$ cat src/osfl_pkg.sv
// shared constants and types for the octal switch fault logic
package osfl_pkg;
  localparam int unsigned NCH        = 8;
  localparam int unsigned WORD_W     = 8;
  localparam int unsigned CLK_KHZ    = 25_000;
  // open-load filter time, inside the 100 us to 300 us window
  localparam int unsigned FILTER_US  = 200;
  localparam int unsigned FILTER_CYC = (FILTER_US * CLK_KHZ + 999) / 1000;
  // least gap the controller leaves between command writes
  localparam int unsigned CMD_GAP_US  = 300;
  localparam int unsigned CMD_GAP_CYC = (CMD_GAP_US * CLK_KHZ + 999) / 1000;
  localparam int unsigned TIMER_W    = 13;
  localparam int unsigned BITCNT_W   = 4;
  localparam logic [3:0]  BITCNT_FULL = 4'h8;
  localparam logic [7:0]  CMD_RST    = 8'h00;
  localparam logic [7:0]  FAULT_RST  = 8'h00;
  // layout of the synchroniser vector
  localparam int unsigned SYNC_W     = 3 + 3 * NCH + 2;
  localparam int unsigned SY_CS      = 0;
  localparam int unsigned SY_SCLK    = 1;
  localparam int unsigned SY_SI      = 2;
  localparam int unsigned SY_OL      = 3;
  localparam int unsigned SY_OT      = SY_OL + NCH;
  localparam int unsigned SY_OC      = SY_OT + NCH;
  localparam int unsigned SY_LUV     = SY_OC + NCH;
  localparam int unsigned SY_PUV     = SY_LUV + 1;
  typedef enum logic [1:0] {
    FILT_BLANK = 2'b01,
    FILT_ARMED = 2'b10
  } osfl_filt_t;
endpackage : osfl_pkg

$ cat src/osfl_sync.sv
// two-flop synchroniser for a vector of unrelated levels
module osfl_sync #(
  parameter int unsigned W = 1
) (
  // clock and reset
  input  wire logic         sys_clk,
  input  wire logic         nrst,
  // levels
  input  wire logic [W-1:0] d,
  output logic      [W-1:0] q
);
  logic [W-1:0] meta_q;

  always_ff @(posedge sys_clk) begin
    if (!nrst) begin
      meta_q <= '0;
      q      <= '0;
    end else begin
      meta_q <= d;
      q      <= meta_q;
    end
  end
endmodule : osfl_sync

$ cat src/osfl_shift.sv
// serial link shift register, mode 0, sampled on the system clock
module osfl_shift (
  // clock and reset
  input  wire logic       sys_clk,
  input  wire logic       nrst,
  input  wire logic       clear,
  // synchronised link levels
  input  wire logic       cs_n_s,
  input  wire logic       sclk_s,
  input  wire logic       si_s,
  // word to send
  input  wire logic [7:0] tx_word,
  // results
  output logic      [7:0] rx_word,
  output logic            so_q,
  output logic            so_oe_q,
  output logic            frame_start,
  output logic            frame_end,
  output logic            frame_full
);
  logic                            cs_n_q;
  logic                            sclk_q;
  logic                            in_bit_q;
  logic [7:0]                      shift_q;
  logic [osfl_pkg::BITCNT_W-1:0]   cnt_q;
  logic                            rise;
  logic                            fall;

  assign frame_start = cs_n_q && !cs_n_s;
  assign frame_end   = !cs_n_q && cs_n_s;
  assign rise        = !cs_n_s && !sclk_q && sclk_s;
  assign fall        = !cs_n_s && sclk_q && !sclk_s;
  assign frame_full  = (cnt_q >= osfl_pkg::BITCNT_FULL);
  assign rx_word     = shift_q;

  always_ff @(posedge sys_clk) begin
    if (!nrst) begin
      cs_n_q <= 1'b1;
      sclk_q <= 1'b0;
    end else begin
      cs_n_q <= cs_n_s;
      sclk_q <= sclk_s;
    end
  end

  // msb first both ways; longer frames keep the last eight bits
  always_ff @(posedge sys_clk) begin
    if (!nrst || clear) begin
      shift_q  <= osfl_pkg::FAULT_RST;
      in_bit_q <= 1'b0;
      cnt_q    <= '0;
    end else if (frame_start) begin
      shift_q <= tx_word;
      cnt_q   <= '0;
    end else begin
      if (rise) begin
        in_bit_q <= si_s;
      end
      if (fall) begin
        shift_q <= {shift_q[6:0], in_bit_q};
        if (!frame_full) begin
          cnt_q <= cnt_q + 1'b1;
        end
      end
    end
  end

  always_ff @(posedge sys_clk) begin
    if (!nrst || clear) begin
      so_q    <= 1'b0;
      so_oe_q <= 1'b0;
    end else begin
      so_q    <= frame_start ? tx_word[7] : shift_q[7];
      so_oe_q <= !cs_n_s;
    end
  end
endmodule : osfl_shift

$ cat src/osfl_top.sv
// fault detection, filtering and latching for an eight channel switch
// Summary of operation
// eight bit words, msb first, bit7 channel eight
// one means on, one means faulted
// command byte applied at chip select rise
// controller waits over 300 us between writes
// open load judged only while commanded off
// separate open load comparator per channel
// open load when drain voltage below threshold
// filter delay suppresses switching transient faults
// chip select rise restarts the fault timer
// comparator ignored until the timer expires
// detected open load latched for readout
// detect current sources off without logic supply
// thermal limit shuts only the hot channel
// cooled channel turns back on alone
// retry repeats until cleared or commanded off
// logic undervoltage: outputs off, faults cleared
// logic supply back: fault updating resumes
// load undervoltage leaves outputs following command
// faults below 9 V load supply are suspect
// latched fault held until shifted out
module osfl_top #(
  parameter int unsigned FILTER_CYCLES = osfl_pkg::FILTER_CYC
) (
  // clock and reset
  input  wire logic       sys_clk,
  input  wire logic       nrst,
  // serial link from the controller
  input  wire logic       spi_cs_n,
  input  wire logic       spi_sclk,
  input  wire logic       spi_si,
  output logic            spi_so,
  output logic            spi_so_oe,
  // per channel sensing
  input  wire logic [7:0] ol_below_threshold,
  input  wire logic [7:0] over_temp,
  input  wire logic [7:0] over_current,
  // supply monitors
  input  wire logic       logic_supply_uv,
  input  wire logic       load_supply_uv,
  // driver controls
  output logic      [7:0] gate_on,
  output logic      [7:0] detect_src_en,
  // status
  output logic      [7:0] fault_status_reg,
  output logic            load_status_suspect
);
  localparam logic [osfl_pkg::TIMER_W-1:0] FILT_LIM =
    osfl_pkg::TIMER_W'(FILTER_CYCLES - 1);

  logic [osfl_pkg::SYNC_W-1:0] raw;
  logic [osfl_pkg::SYNC_W-1:0] syn;
  logic                        cs_n_s;
  logic                        sclk_s;
  logic                        si_s;
  logic [7:0]                  ol_s;
  logic [7:0]                  ot_s;
  logic [7:0]                  oc_s;
  logic                        uv_s;
  logic                        puv_s;
  logic [7:0]                  rx_word;
  logic                        frame_start;
  logic                        frame_end;
  logic                        frame_full;
  logic [7:0]                  cmd_q;
  logic [7:0]                  therm_q;
  logic [7:0]                  gate_q;
  logic [7:0]                  src_q;
  logic [7:0]                  fault_q;
  logic [7:0]                  reported_q;
  logic                        suspect_q;
  logic [osfl_pkg::TIMER_W-1:0] timer_q;
  osfl_pkg::osfl_filt_t        filt_q;
  logic                        filt_done;
  logic [7:0]                  ol_set;
  logic [7:0]                  short_set;
  logic [7:0]                  fault_clr;

  // every pin level crosses two flops before use
  // select enters inverted so the cleared synchroniser reads idle, no false frame
  assign raw = {load_supply_uv, logic_supply_uv, over_current, over_temp,
                ol_below_threshold, spi_si, spi_sclk, ~spi_cs_n};

  osfl_sync #(
    .W (osfl_pkg::SYNC_W)
  ) u_sync (
    .sys_clk (sys_clk),
    .nrst    (nrst),
    .d       (raw),
    .q       (syn)
  );

  assign cs_n_s = !syn[osfl_pkg::SY_CS];
  assign sclk_s = syn[osfl_pkg::SY_SCLK];
  assign si_s   = syn[osfl_pkg::SY_SI];
  assign ol_s   = syn[osfl_pkg::SY_OL +: 8];
  assign ot_s   = syn[osfl_pkg::SY_OT +: 8];
  assign oc_s   = syn[osfl_pkg::SY_OC +: 8];
  assign uv_s   = syn[osfl_pkg::SY_LUV];
  assign puv_s  = syn[osfl_pkg::SY_PUV];

  // the link restarts from scratch under logic undervoltage
  osfl_shift u_shift (
    .sys_clk     (sys_clk),
    .nrst        (nrst),
    .clear       (uv_s),
    .cs_n_s      (cs_n_s),
    .sclk_s      (sclk_s),
    .si_s        (si_s),
    .tx_word     (fault_q),
    .rx_word     (rx_word),
    .so_q        (spi_so),
    .so_oe_q     (spi_so_oe),
    .frame_start (frame_start),
    .frame_end   (frame_end),
    .frame_full  (frame_full)
  );

  // command byte, bit n drives channel n+1
  always_ff @(posedge sys_clk) begin
    if (!nrst || uv_s) begin
      cmd_q <= osfl_pkg::CMD_RST;
    end else if (frame_end) begin
      cmd_q <= rx_word;
    end
  end

  // thermal shutdown follows the sensor, so cooling retries on its own
  always_ff @(posedge sys_clk) begin
    if (!nrst || uv_s) begin
      therm_q <= 8'h00;
    end else begin
      therm_q <= cmd_q & ot_s;
    end
  end

  // load supply level deliberately not used here
  always_ff @(posedge sys_clk) begin
    if (!nrst || uv_s) begin
      gate_q <= 8'h00;
    end else begin
      gate_q <= cmd_q & ~therm_q;
    end
  end

  always_ff @(posedge sys_clk) begin
    if (!nrst || uv_s) begin
      src_q <= 8'h00;
    end else begin
      src_q <= 8'hFF;
    end
  end

  // fault filter timer
  always_ff @(posedge sys_clk) begin
    if (!nrst || uv_s || frame_end) begin
      timer_q <= '0;
      filt_q  <= osfl_pkg::FILT_BLANK;
    end else begin
      case (filt_q)
        osfl_pkg::FILT_BLANK: begin
          timer_q <= timer_q + 1'b1;
          if (timer_q == FILT_LIM) begin
            filt_q <= osfl_pkg::FILT_ARMED;
          end
        end
        osfl_pkg::FILT_ARMED: begin
          timer_q <= timer_q;
        end
        default: begin
          timer_q <= '0;
          filt_q  <= osfl_pkg::FILT_BLANK;
        end
      endcase
    end
  end

  assign filt_done = (filt_q == osfl_pkg::FILT_ARMED);

  // open load only on off channels, only after the filter
  assign ol_set    = filt_done ? (ol_s & ~cmd_q) : 8'h00;
  assign short_set = (gate_q & oc_s) | (cmd_q & ot_s);
  // a bit clears only once a full frame carried it out
  assign fault_clr = (frame_end && frame_full) ? reported_q : 8'h00;

  always_ff @(posedge sys_clk) begin
    if (!nrst || uv_s) begin
      reported_q <= 8'h00;
    end else if (frame_start) begin
      reported_q <= fault_q;
    end
  end

  // set wins over the readout clear
  always_ff @(posedge sys_clk) begin
    if (!nrst || uv_s) begin
      fault_q <= osfl_pkg::FAULT_RST;
    end else begin
      fault_q <= (fault_q & ~fault_clr) | ol_set | short_set;
    end
  end

  // controller should distrust faults while this is high
  always_ff @(posedge sys_clk) begin
    if (!nrst) begin
      suspect_q <= 1'b0;
    end else begin
      suspect_q <= puv_s;
    end
  end

  assign gate_on             = gate_q;
  assign detect_src_en       = src_q;
  assign fault_status_reg    = fault_q;
  assign load_status_suspect = suspect_q;

  // assertions
  cmd_update_a: assert property (@(posedge sys_clk) disable iff (!nrst)
    frame_end && !uv_s |=> cmd_q == $past(rx_word))
    else $error("command byte not applied at frame end");

  timer_restart_a: assert property (@(posedge sys_clk) disable iff (!nrst)
    frame_end |=> !filt_done && timer_q == '0)
    else $error("filter timer not restarted");

  filter_length_a: assert property (@(posedge sys_clk) disable iff (!nrst)
    $rose(filt_done) |-> $past(timer_q) == FILT_LIM)
    else $error("filter delay has wrong length");

  blank_ignore_a: assert property (@(posedge sys_clk) disable iff (!nrst)
    !filt_done && !uv_s |=> (fault_q & ~$past(fault_q) & ~$past(cmd_q)) == 8'h00)
    else $error("open load flagged during blanking");

  ol_latch_a: assert property (@(posedge sys_clk) disable iff (!nrst)
    filt_done && !uv_s |=> (fault_q & $past(ol_s & ~cmd_q)) == $past(ol_s & ~cmd_q))
    else $error("open load not latched");

  ol_on_ignored_a: assert property (@(posedge sys_clk) disable iff (!nrst)
    !uv_s && short_set == 8'h00 && fault_clr == 8'h00
    |=> (fault_q & ~$past(fault_q) & $past(cmd_q)) == 8'h00)
    else $error("open load flagged on channel commanded on");

  uv_clear_a: assert property (@(posedge sys_clk) disable iff (!nrst)
    uv_s |=> gate_on == 8'h00 && fault_q == 8'h00 && cmd_q == 8'h00)
    else $error("undervoltage did not clear outputs and faults");

  src_off_a: assert property (@(posedge sys_clk) disable iff (!nrst)
    uv_s ##1 uv_s |-> detect_src_en == 8'h00)
    else $error("detect current left on without logic supply");

  thermal_retry_a: assert property (@(posedge sys_clk) disable iff (!nrst)
    !$past(uv_s) && !$past(uv_s, 2)
    |-> gate_on == ($past(cmd_q) & ~($past(cmd_q, 2) & $past(ot_s, 2))))
    else $error("thermal shutdown or retry wrong");

  readout_clear_a: assert property (@(posedge sys_clk) disable iff (!nrst)
    frame_end && frame_full && !uv_s
    |=> (fault_q & $past(reported_q & ~ol_set & ~short_set)) == 8'h00)
    else $error("reported fault not released");

  hold_fault_a: assert property (@(posedge sys_clk) disable iff (!nrst)
    !uv_s && !frame_end |=> (fault_q & $past(fault_q)) == $past(fault_q))
    else $error("latched fault dropped before readout");

  frame_c: cover property (@(posedge sys_clk) disable iff (!nrst)
    frame_end && frame_full);
  ol_c: cover property (@(posedge sys_clk) disable iff (!nrst)
    $rose(filt_done) ##[1:20] (ol_set != 8'h00));
  thermal_c: cover property (@(posedge sys_clk) disable iff (!nrst)
    (therm_q != 8'h00) ##[1:50] (therm_q == 8'h00 && gate_on != 8'h00));
  uv_c: cover property (@(posedge sys_clk) disable iff (!nrst)
    (fault_q != 8'h00) ##1 uv_s);
endmodule : osfl_top

$ cat config.mk
export PLATFORM = sky130hd
export DESIGN_NAME = osfl_top
export DESIGN_NICKNAME = d
export VERILOG_FILES = /design/src/osfl_pkg.sv /design/src/osfl_sync.sv /design/src/osfl_shift.sv /design/src/osfl_top.sv
export SDC_FILE = /design/constraint.sdc
export NUM_CORES = 1
export LEC_CHECK = 0
export BUFFER_PORTS_ARGS = -buffer_cell sky130_fd_sc_hd__buf_2
export CORE_ASPECT_RATIO = 1.5
export CORE_UTILIZATION = 50
export DETAILED_ROUTE_END_ITERATION = 8
export GPL_ROUTABILITY_DRIVEN = 0
export PLACE_DENSITY = 0.74
export SETUP_SLACK_MARGIN = 0.5
export SLEW_MARGIN = 20
export SYNTH_ARGS = -nofsm -noshare
export SYNTH_HDL_FRONTEND = slang
export SYNTH_SLANG_ARGS = --single-unit
$ cat constraint.sdc
create_clock -name sys_clk -period 1.6 [get_ports sys_clk]
set_input_delay 0.08 -clock sys_clk [delete_from_list [all_inputs] [get_ports sys_clk]]
set_output_delay 0.08 -clock sys_clk [all_outputs]
set_load 0.005 [all_outputs]
# ---- Word-level counts from Yosys, hierarchy flattened
# Cells that the tools add are included.
dict set report word_totals {
  register_bits 139
  input_bits 31
  out_inout_bits 27
}
dict set report classes {
  add_sub_neg 2
  order_cmp 1
  eq_ne 4
  muxes 9
  n_bitwise 15
  n_reduce_logical 19
}
# operator n
set ops {}
lappend ops {{AND 8 bit} 5}
lappend ops {{two-way mux 8 bit} 5}
lappend ops {{case mux 13 bit (2 select lines)} 1}
lappend ops {{NOT 8 bit} 3}
lappend ops {{OR 8 bit} 3}
lappend ops {{adder 13 x 1 -> 13 bit (second input constant)} 1}
lappend ops {{== test 13 bit (second input constant)} 1}
lappend ops {{logical AND 1 bit} 7}
lappend ops {{AND reduction 2 bit} 3}
lappend ops {{zero test 1 bit} 5}
lappend ops {{adder 4 x 1 -> 4 bit (second input constant)} 1}
lappend ops {{>= comparator 4 bit (second input constant)} 1}
lappend ops {{NOT 1 bit} 4}
lappend ops {{case mux 2 bit (2 select lines)} 1}
lappend ops {{== test 2 x 1 -> 1 bit (second input constant)} 1}
lappend ops {{== test 2 bit (second input constant)} 1}
lappend ops {{logical OR 1 bit} 2}
lappend ops {{two-way mux 2 bit} 1}
lappend ops {{inequality test 2 bit (second input constant)} 1}
lappend ops {{nonzero test 2 bit} 1}
lappend ops {{OR reduction 2 bit} 1}
lappend ops {{two-way mux 1 bit} 1}

# ---- Depth between registers and ports, before layout
dict set report logic_depth {
  ltp_word 8
  mapped_depth 7
  depth_no_buf 5
}

# ---- By module
# Synthesis repeated with hierarchy kept, for this count alone.
dict set report unflattened {
  hier_cells 449
  area_unflattened_um2 4713.3
}
# mod n_inst cells_each area_each_um2 seq_area_each_um2
set by_module_without_submodules {}
lappend by_module_without_submodules {osfl_top 1 242 2296.0 1141.1}
lappend by_module_without_submodules {osfl_sync 1 122 1599.0 1161.1}
lappend by_module_without_submodules {osfl_shift 1 85 818.3 340.3}

# ---- Worst setup path before layout
# No wires, ideal clock.
dict set report synth_timing {
  path_kind {flip-flop to flip-flop}
  startpoint {register filt_q[1]}
  endpoint {register timer_q[12] in the netlist's numbering}
  arrival_time_ns 1.419
  required_time_ns 1.479
  setup_slack_ns 0.060
  path_stages_with_launch 5
  period_less_slack_ns 1.540
  path_cell_list {dfxtp_1 nand2b_2 or4_1 nor2_1 mux2_2}
}
dict set report synth_via {
  elab_chain_cells 2
  elab_cells_between_ends 3
}
# element line_no
set synth_rtl {}
lappend synth_rtl {{from (decl)} osfl_top.sv:74} ;# osfl_pkg::osfl_filt_t filt_q;
lappend synth_rtl {{from (signal assigned)} osfl_top.sv:159} ;# filt_q <= osfl_pkg::FILT_BLANK;
lappend synth_rtl {{from (signal assigned)} osfl_top.sv:165} ;# filt_q <= osfl_pkg::FILT_ARMED;
lappend synth_rtl {{from (signal assigned)} osfl_top.sv:173} ;# filt_q <= osfl_pkg::FILT_BLANK;
lappend synth_rtl {{== test 2 bit or == test 2 x 1 -> 1 bit (tied branches)} osfl_top.sv:161} ;# case (filt_q)
lappend synth_rtl {{case mux 13 bit (2 select lines)} osfl_top.sv:161}
lappend synth_rtl {{to (signal assigned)} osfl_top.sv:163} ;# timer_q <= timer_q + 1'b1;
lappend synth_rtl {{to (signal assigned)} osfl_top.sv:169} ;# timer_q <= timer_q;
lappend synth_rtl {{to (decl)} osfl_top.sv:73} ;# logic [osfl_pkg::TIMER_W-1:0] timer_q;
# Several ways; a longest one is shown, not always the timed one.
# A chain may end at the register's enable or synchronous reset.

# ---- Worst setup path in the final report
dict set report layout_timing {
  startpoint {register timer_q[5] in the netlist's numbering}
  endpoint {register timer_q[12] in the netlist's numbering}
}
dict set report layout_via {
  elab_chain_cells 2
}
# element line_no
set layout_rtl {}
lappend layout_rtl {{adder 13 x 1 -> 13 bit} osfl_top.sv:163}
lappend layout_rtl {{case mux 13 bit (2 select lines)} osfl_top.sv:161}
# Every way passes these cells.

==> metrics.cfg <==
[run_status]
run_status = completed

[pwr]
power_density_mw_per_mm2 = 1180
irDropWorstVdd_v = 0.00114
power_leakage_nw = 2.71
total_power_mw = 7.56

[layout]
largest_registers = u_sync.meta_q: 29 flops, u_sync.q: 29 flops, timer_q: 13 flops
filler_cell_count = 532
seqCellArea_mm2 = 0.00269
syn2layout_area_growth_pct = 42.3
stdcell_area_mm2 = 0.00642
finish.net_count = 609
layout_common_cells = sky130_fd_sc_hd__dfxtp_1, sky130_fd_sc_hd__and2_1, sky130_fd_sc_hd__buf_2, sky130_fd_sc_hd__nand2_1, sky130_fd_sc_hd__a21oi_1
antenna-diode-count = 0
mostFrequentLayoutCell = sky130_fd_sc_hd__dfxtp_1
drive_above_1_share_pct = 34.9
multi_input_comb_area_mm2 = 0.00196
final_core_utilization_pct = 73.2

[timing]
worst_pin_slew_ns = 0.501
final.setup_skew_ns = 0.0142
slew_viol_final = 0
timing.max_slew.rel_slack_pct = 66.6
setup-violations-final = 0
rsz0062_at_grt = yes
final_hold_viol_count = 0
post-route-period-util_pct = 98.7
highest_clock_rate_mhz = 633
timing.final.crit_period_ns = 1.58
final_ws_setup_ns = 0.0201
finalSetupTns_ns = 0

[synth]
synth_compound_gate_area_share_pct = 8.74
synth.ff_latch_count = 132
synth-edff-count = 0
synth.avg_cell_area_um2 = 10.0
synth-async-reset-ratio_pct = 0
synthAdderAreaFrac_pct = 0.832
synth_top_family_by_area = simple AND/OR/NAND/NOR gates
yosysUniqueCellTypes = 44
synth_simple_gate_area_share_pct = 24.2
syn_area_mm2 = 0.00451
net_count_after_synthesis = 484
synth.area.mux_share_pct = 2.25
synth_seq_area_share_pct = 58.6
synth_xor_area_share_pct = 1.75
dominantRegCellSynth = sky130_fd_sc_hd__dfxtp_1
post_synthesis_instance_total = 450
synth_warnings = 0

[detailed_routing]
final_antenna_net_count = 0
dr_wl_met2_um = 6020
postRouteWirelength_um = 11400
highest_layer = met4
initialDrtViolationCount = 278
routed_via_density = 5.36
drc = 0
met1Wirelength_um = 4400
routedWlPerCell_um = 16.4
routed_vias = 3740
dr_wl_met3_um = 547
drtPass1Iterations = 5

[global_routing]
grt_pass1_vias = 3507
grt_use_total_pct = 23.3
grt_antenna_before_repair = 0
largest_net_degree_at_the_start_of_global_routing = 62
grt_pass1_wl_um = 16500
globalRoute.totalOverflow = 0

[worst_hold_path]
min-delay-path-class = input pin to flip-flop
hold-path-cell-count = 6
hp-start = nrst
min_to = timer_q[3]

[placed_design]
detailed_place.area_mm2 = 0.00494
place_ws_ns = 0.0630
dp_hpwl_um = 5480
placement.io_buffers = 57

[floorplanning]
row_count = 42
die_height_um = 118
fp.dieW_um = 79.6
fp.coreArea_mm2 = 0.00878
floorplan.initialDensity_pct = 51.4
io-pin-count = 58
die-area_mm2 = 0.00941

[clock_network]
insertion_delay_ns = 0.42
tritoncts_num_sinks = 132
cts.htree.levels = 4
numCtsBuffers = 17
cts.reportedPaths.clkPinSlew_ns = 0.06
cts-root-to-sink-buffers = 2
cts_root_buffer = sky130_fd_sc_hd__clkbuf_16
tritoncts = yes

[worst_setup_path]
worst_ep_arrival_time_ns = 1.88
crit_fanout = 8
slowest_stage = sky130_fd_sc_hd__or4_4
reg2reg_depth = 4
launch_instance_of_the_worst_register_to_register_path = timer_q[5]
setup.worst_path.end_class = flip-flop
critical_path_required_ns = 1.90
startpoint_type = flip-flop
worst-setup-path-type = flip-flop to flip-flop
cpPeakStageDelay_ns = 0.53
path_cells = nand2_2, or4_4, nor2_4, mux2_4
setup.reg_to_reg.worst_slack_ns = 0.02
r2r_endpoint = timer_q[12]

[run]
maxCapViolations = 0

## per-layer routing
layer | global-route usage (%) | vias to the layer above
met5 | 0 | -
met4 | 12.4 | 0
met3 | 6.02 | 46
met2 | 39.4 | 148
met1 | 26.3 | 1779
li1 | - | 1767
## critical path, delay by kind of cell (launching register included)
kind | cells | cell delay, ns
and+or+nand+nor | 3 | 0.76
DFF | 1 | 0.40
muxes | 1 | 0.30
## Yosys cell counts (2+ instances only)
| master | count | area (um2) |
|---|---|---|
| sky130_fd_sc_hd__dfxtp_1 | 132 | 2640 |
| sky130_fd_sc_hd__and2_1 | 60 | 375 |
| sky130_fd_sc_hd__nand2_1 | 54 | 203 |
| sky130_fd_sc_hd__a21oi_1 | 38 | 190 |
| sky130_fd_sc_hd__nor2_1 | 21 | 78.8 |
| sky130_fd_sc_hd__clkbuf_1 | 15 | 56.3 |
| sky130_fd_sc_hd__nand3_1 | 10 | 50.1 |
| sky130_fd_sc_hd__o21ai_1 | 10 | 50.1 |
| sky130_fd_sc_hd__mux2i_1 | 9 | 90.1 |
| sky130_fd_sc_hd__nor2b_1 | 9 | 56.3 |
| sky130_fd_sc_hd__a222oi_1 | 8 | 80.1 |
| sky130_fd_sc_hd__and3_1 | 8 | 50.1 |
| sky130_fd_sc_hd__buf_4 | 8 | 60.1 |
| sky130_fd_sc_hd__nor3b_1 | 8 | 60.1 |
| sky130_fd_sc_hd__xnor2_1 | 6 | 52.6 |
| sky130_fd_sc_hd__inv_1 | 5 | 18.8 |
| sky130_fd_sc_hd__buf_2 | 4 | 20.0 |
| sky130_fd_sc_hd__nor4_1 | 4 | 25.0 |
| sky130_fd_sc_hd__a22oi_1 | 3 | 22.5 |
| sky130_fd_sc_hd__ha_1 | 3 | 37.5 |
| sky130_fd_sc_hd__nor3_1 | 3 | 15.0 |
| sky130_fd_sc_hd__or4b_1 | 3 | 30.0 |
| sky130_fd_sc_hd__xor2_1 | 3 | 26.3 |
| sky130_fd_sc_hd__inv_2 | 2 | 7.51 |
| sky130_fd_sc_hd__nand2b_1 | 2 | 12.5 |
| sky130_fd_sc_hd__nand2b_2 | 2 | 17.5 |
| sky130_fd_sc_hd__nand4b_1 | 2 | 17.5 |
| sky130_fd_sc_hd__o21a_1 | 2 | 15.0 |
## power by group
| part | internal, mW | leakage, nW | total, mW | switching (mW) |
|---|---|---|---|---|
| Clock | 2.38 | 0.293 | 3.77 | 1.39 |
| Combinational | 0.209 | 1.33 | 0.379 | 0.171 |
| Sequential | 3.37 | 1.09 | 3.41 | 0.0418 |
## how the worst max path moves through the flow
stage | startpoint | to | slack, ns
after global placement | timer_q[5] | filt_q[0] | 0.04
after CTS | filt_q[1] | timer_q[12] | 0.11
after floorplan | timer_q[8] | timer_q[12] | 0.16
after global routing | timer_q[5] | timer_q[12] | 0.02
final | timer_q[5] | timer_q[12] | 0.02
after detailed placement | timer_q[5] | filt_q[0] | 0.06
## cell type report
type	instances	share of cell area, %
tap	110	2.14
sequential	132	41.8
clock buffer	20	7.13
clock inverter	12	1.99
inverter	7	0.448
timing repair buffer	134	16.0
multi-input combinational	283	30.5
## what timing repair did
item	4_1_cts	5_1_grt
gates cloned	0	2
setup buffers	22	14
gates resized for setup	26	64
endpoints found under the setup margin	58	70
hold buffers	29	0
endpoints found under the hold margin	29	0
pin swaps	21	41
## per-stage QoR
step | hold WS, ns | instances
after CTS | 0.173 | 682
final | 0.216 | 698
after global placement | 0.237 | 599
after detailed placement | 0.246 | 599
after global routing | 0.212 | 698
after floorplan | 0.152 | 450
## cells by family after synthesis
kind of cell | count (synthesis)
buf+inv | 35
fa+ha+maj | 3
simple gates | 196
compound gates | 65
xor+xnor | 9
mux | 10
flops | 132
Power figures use the tool's default switching activity.
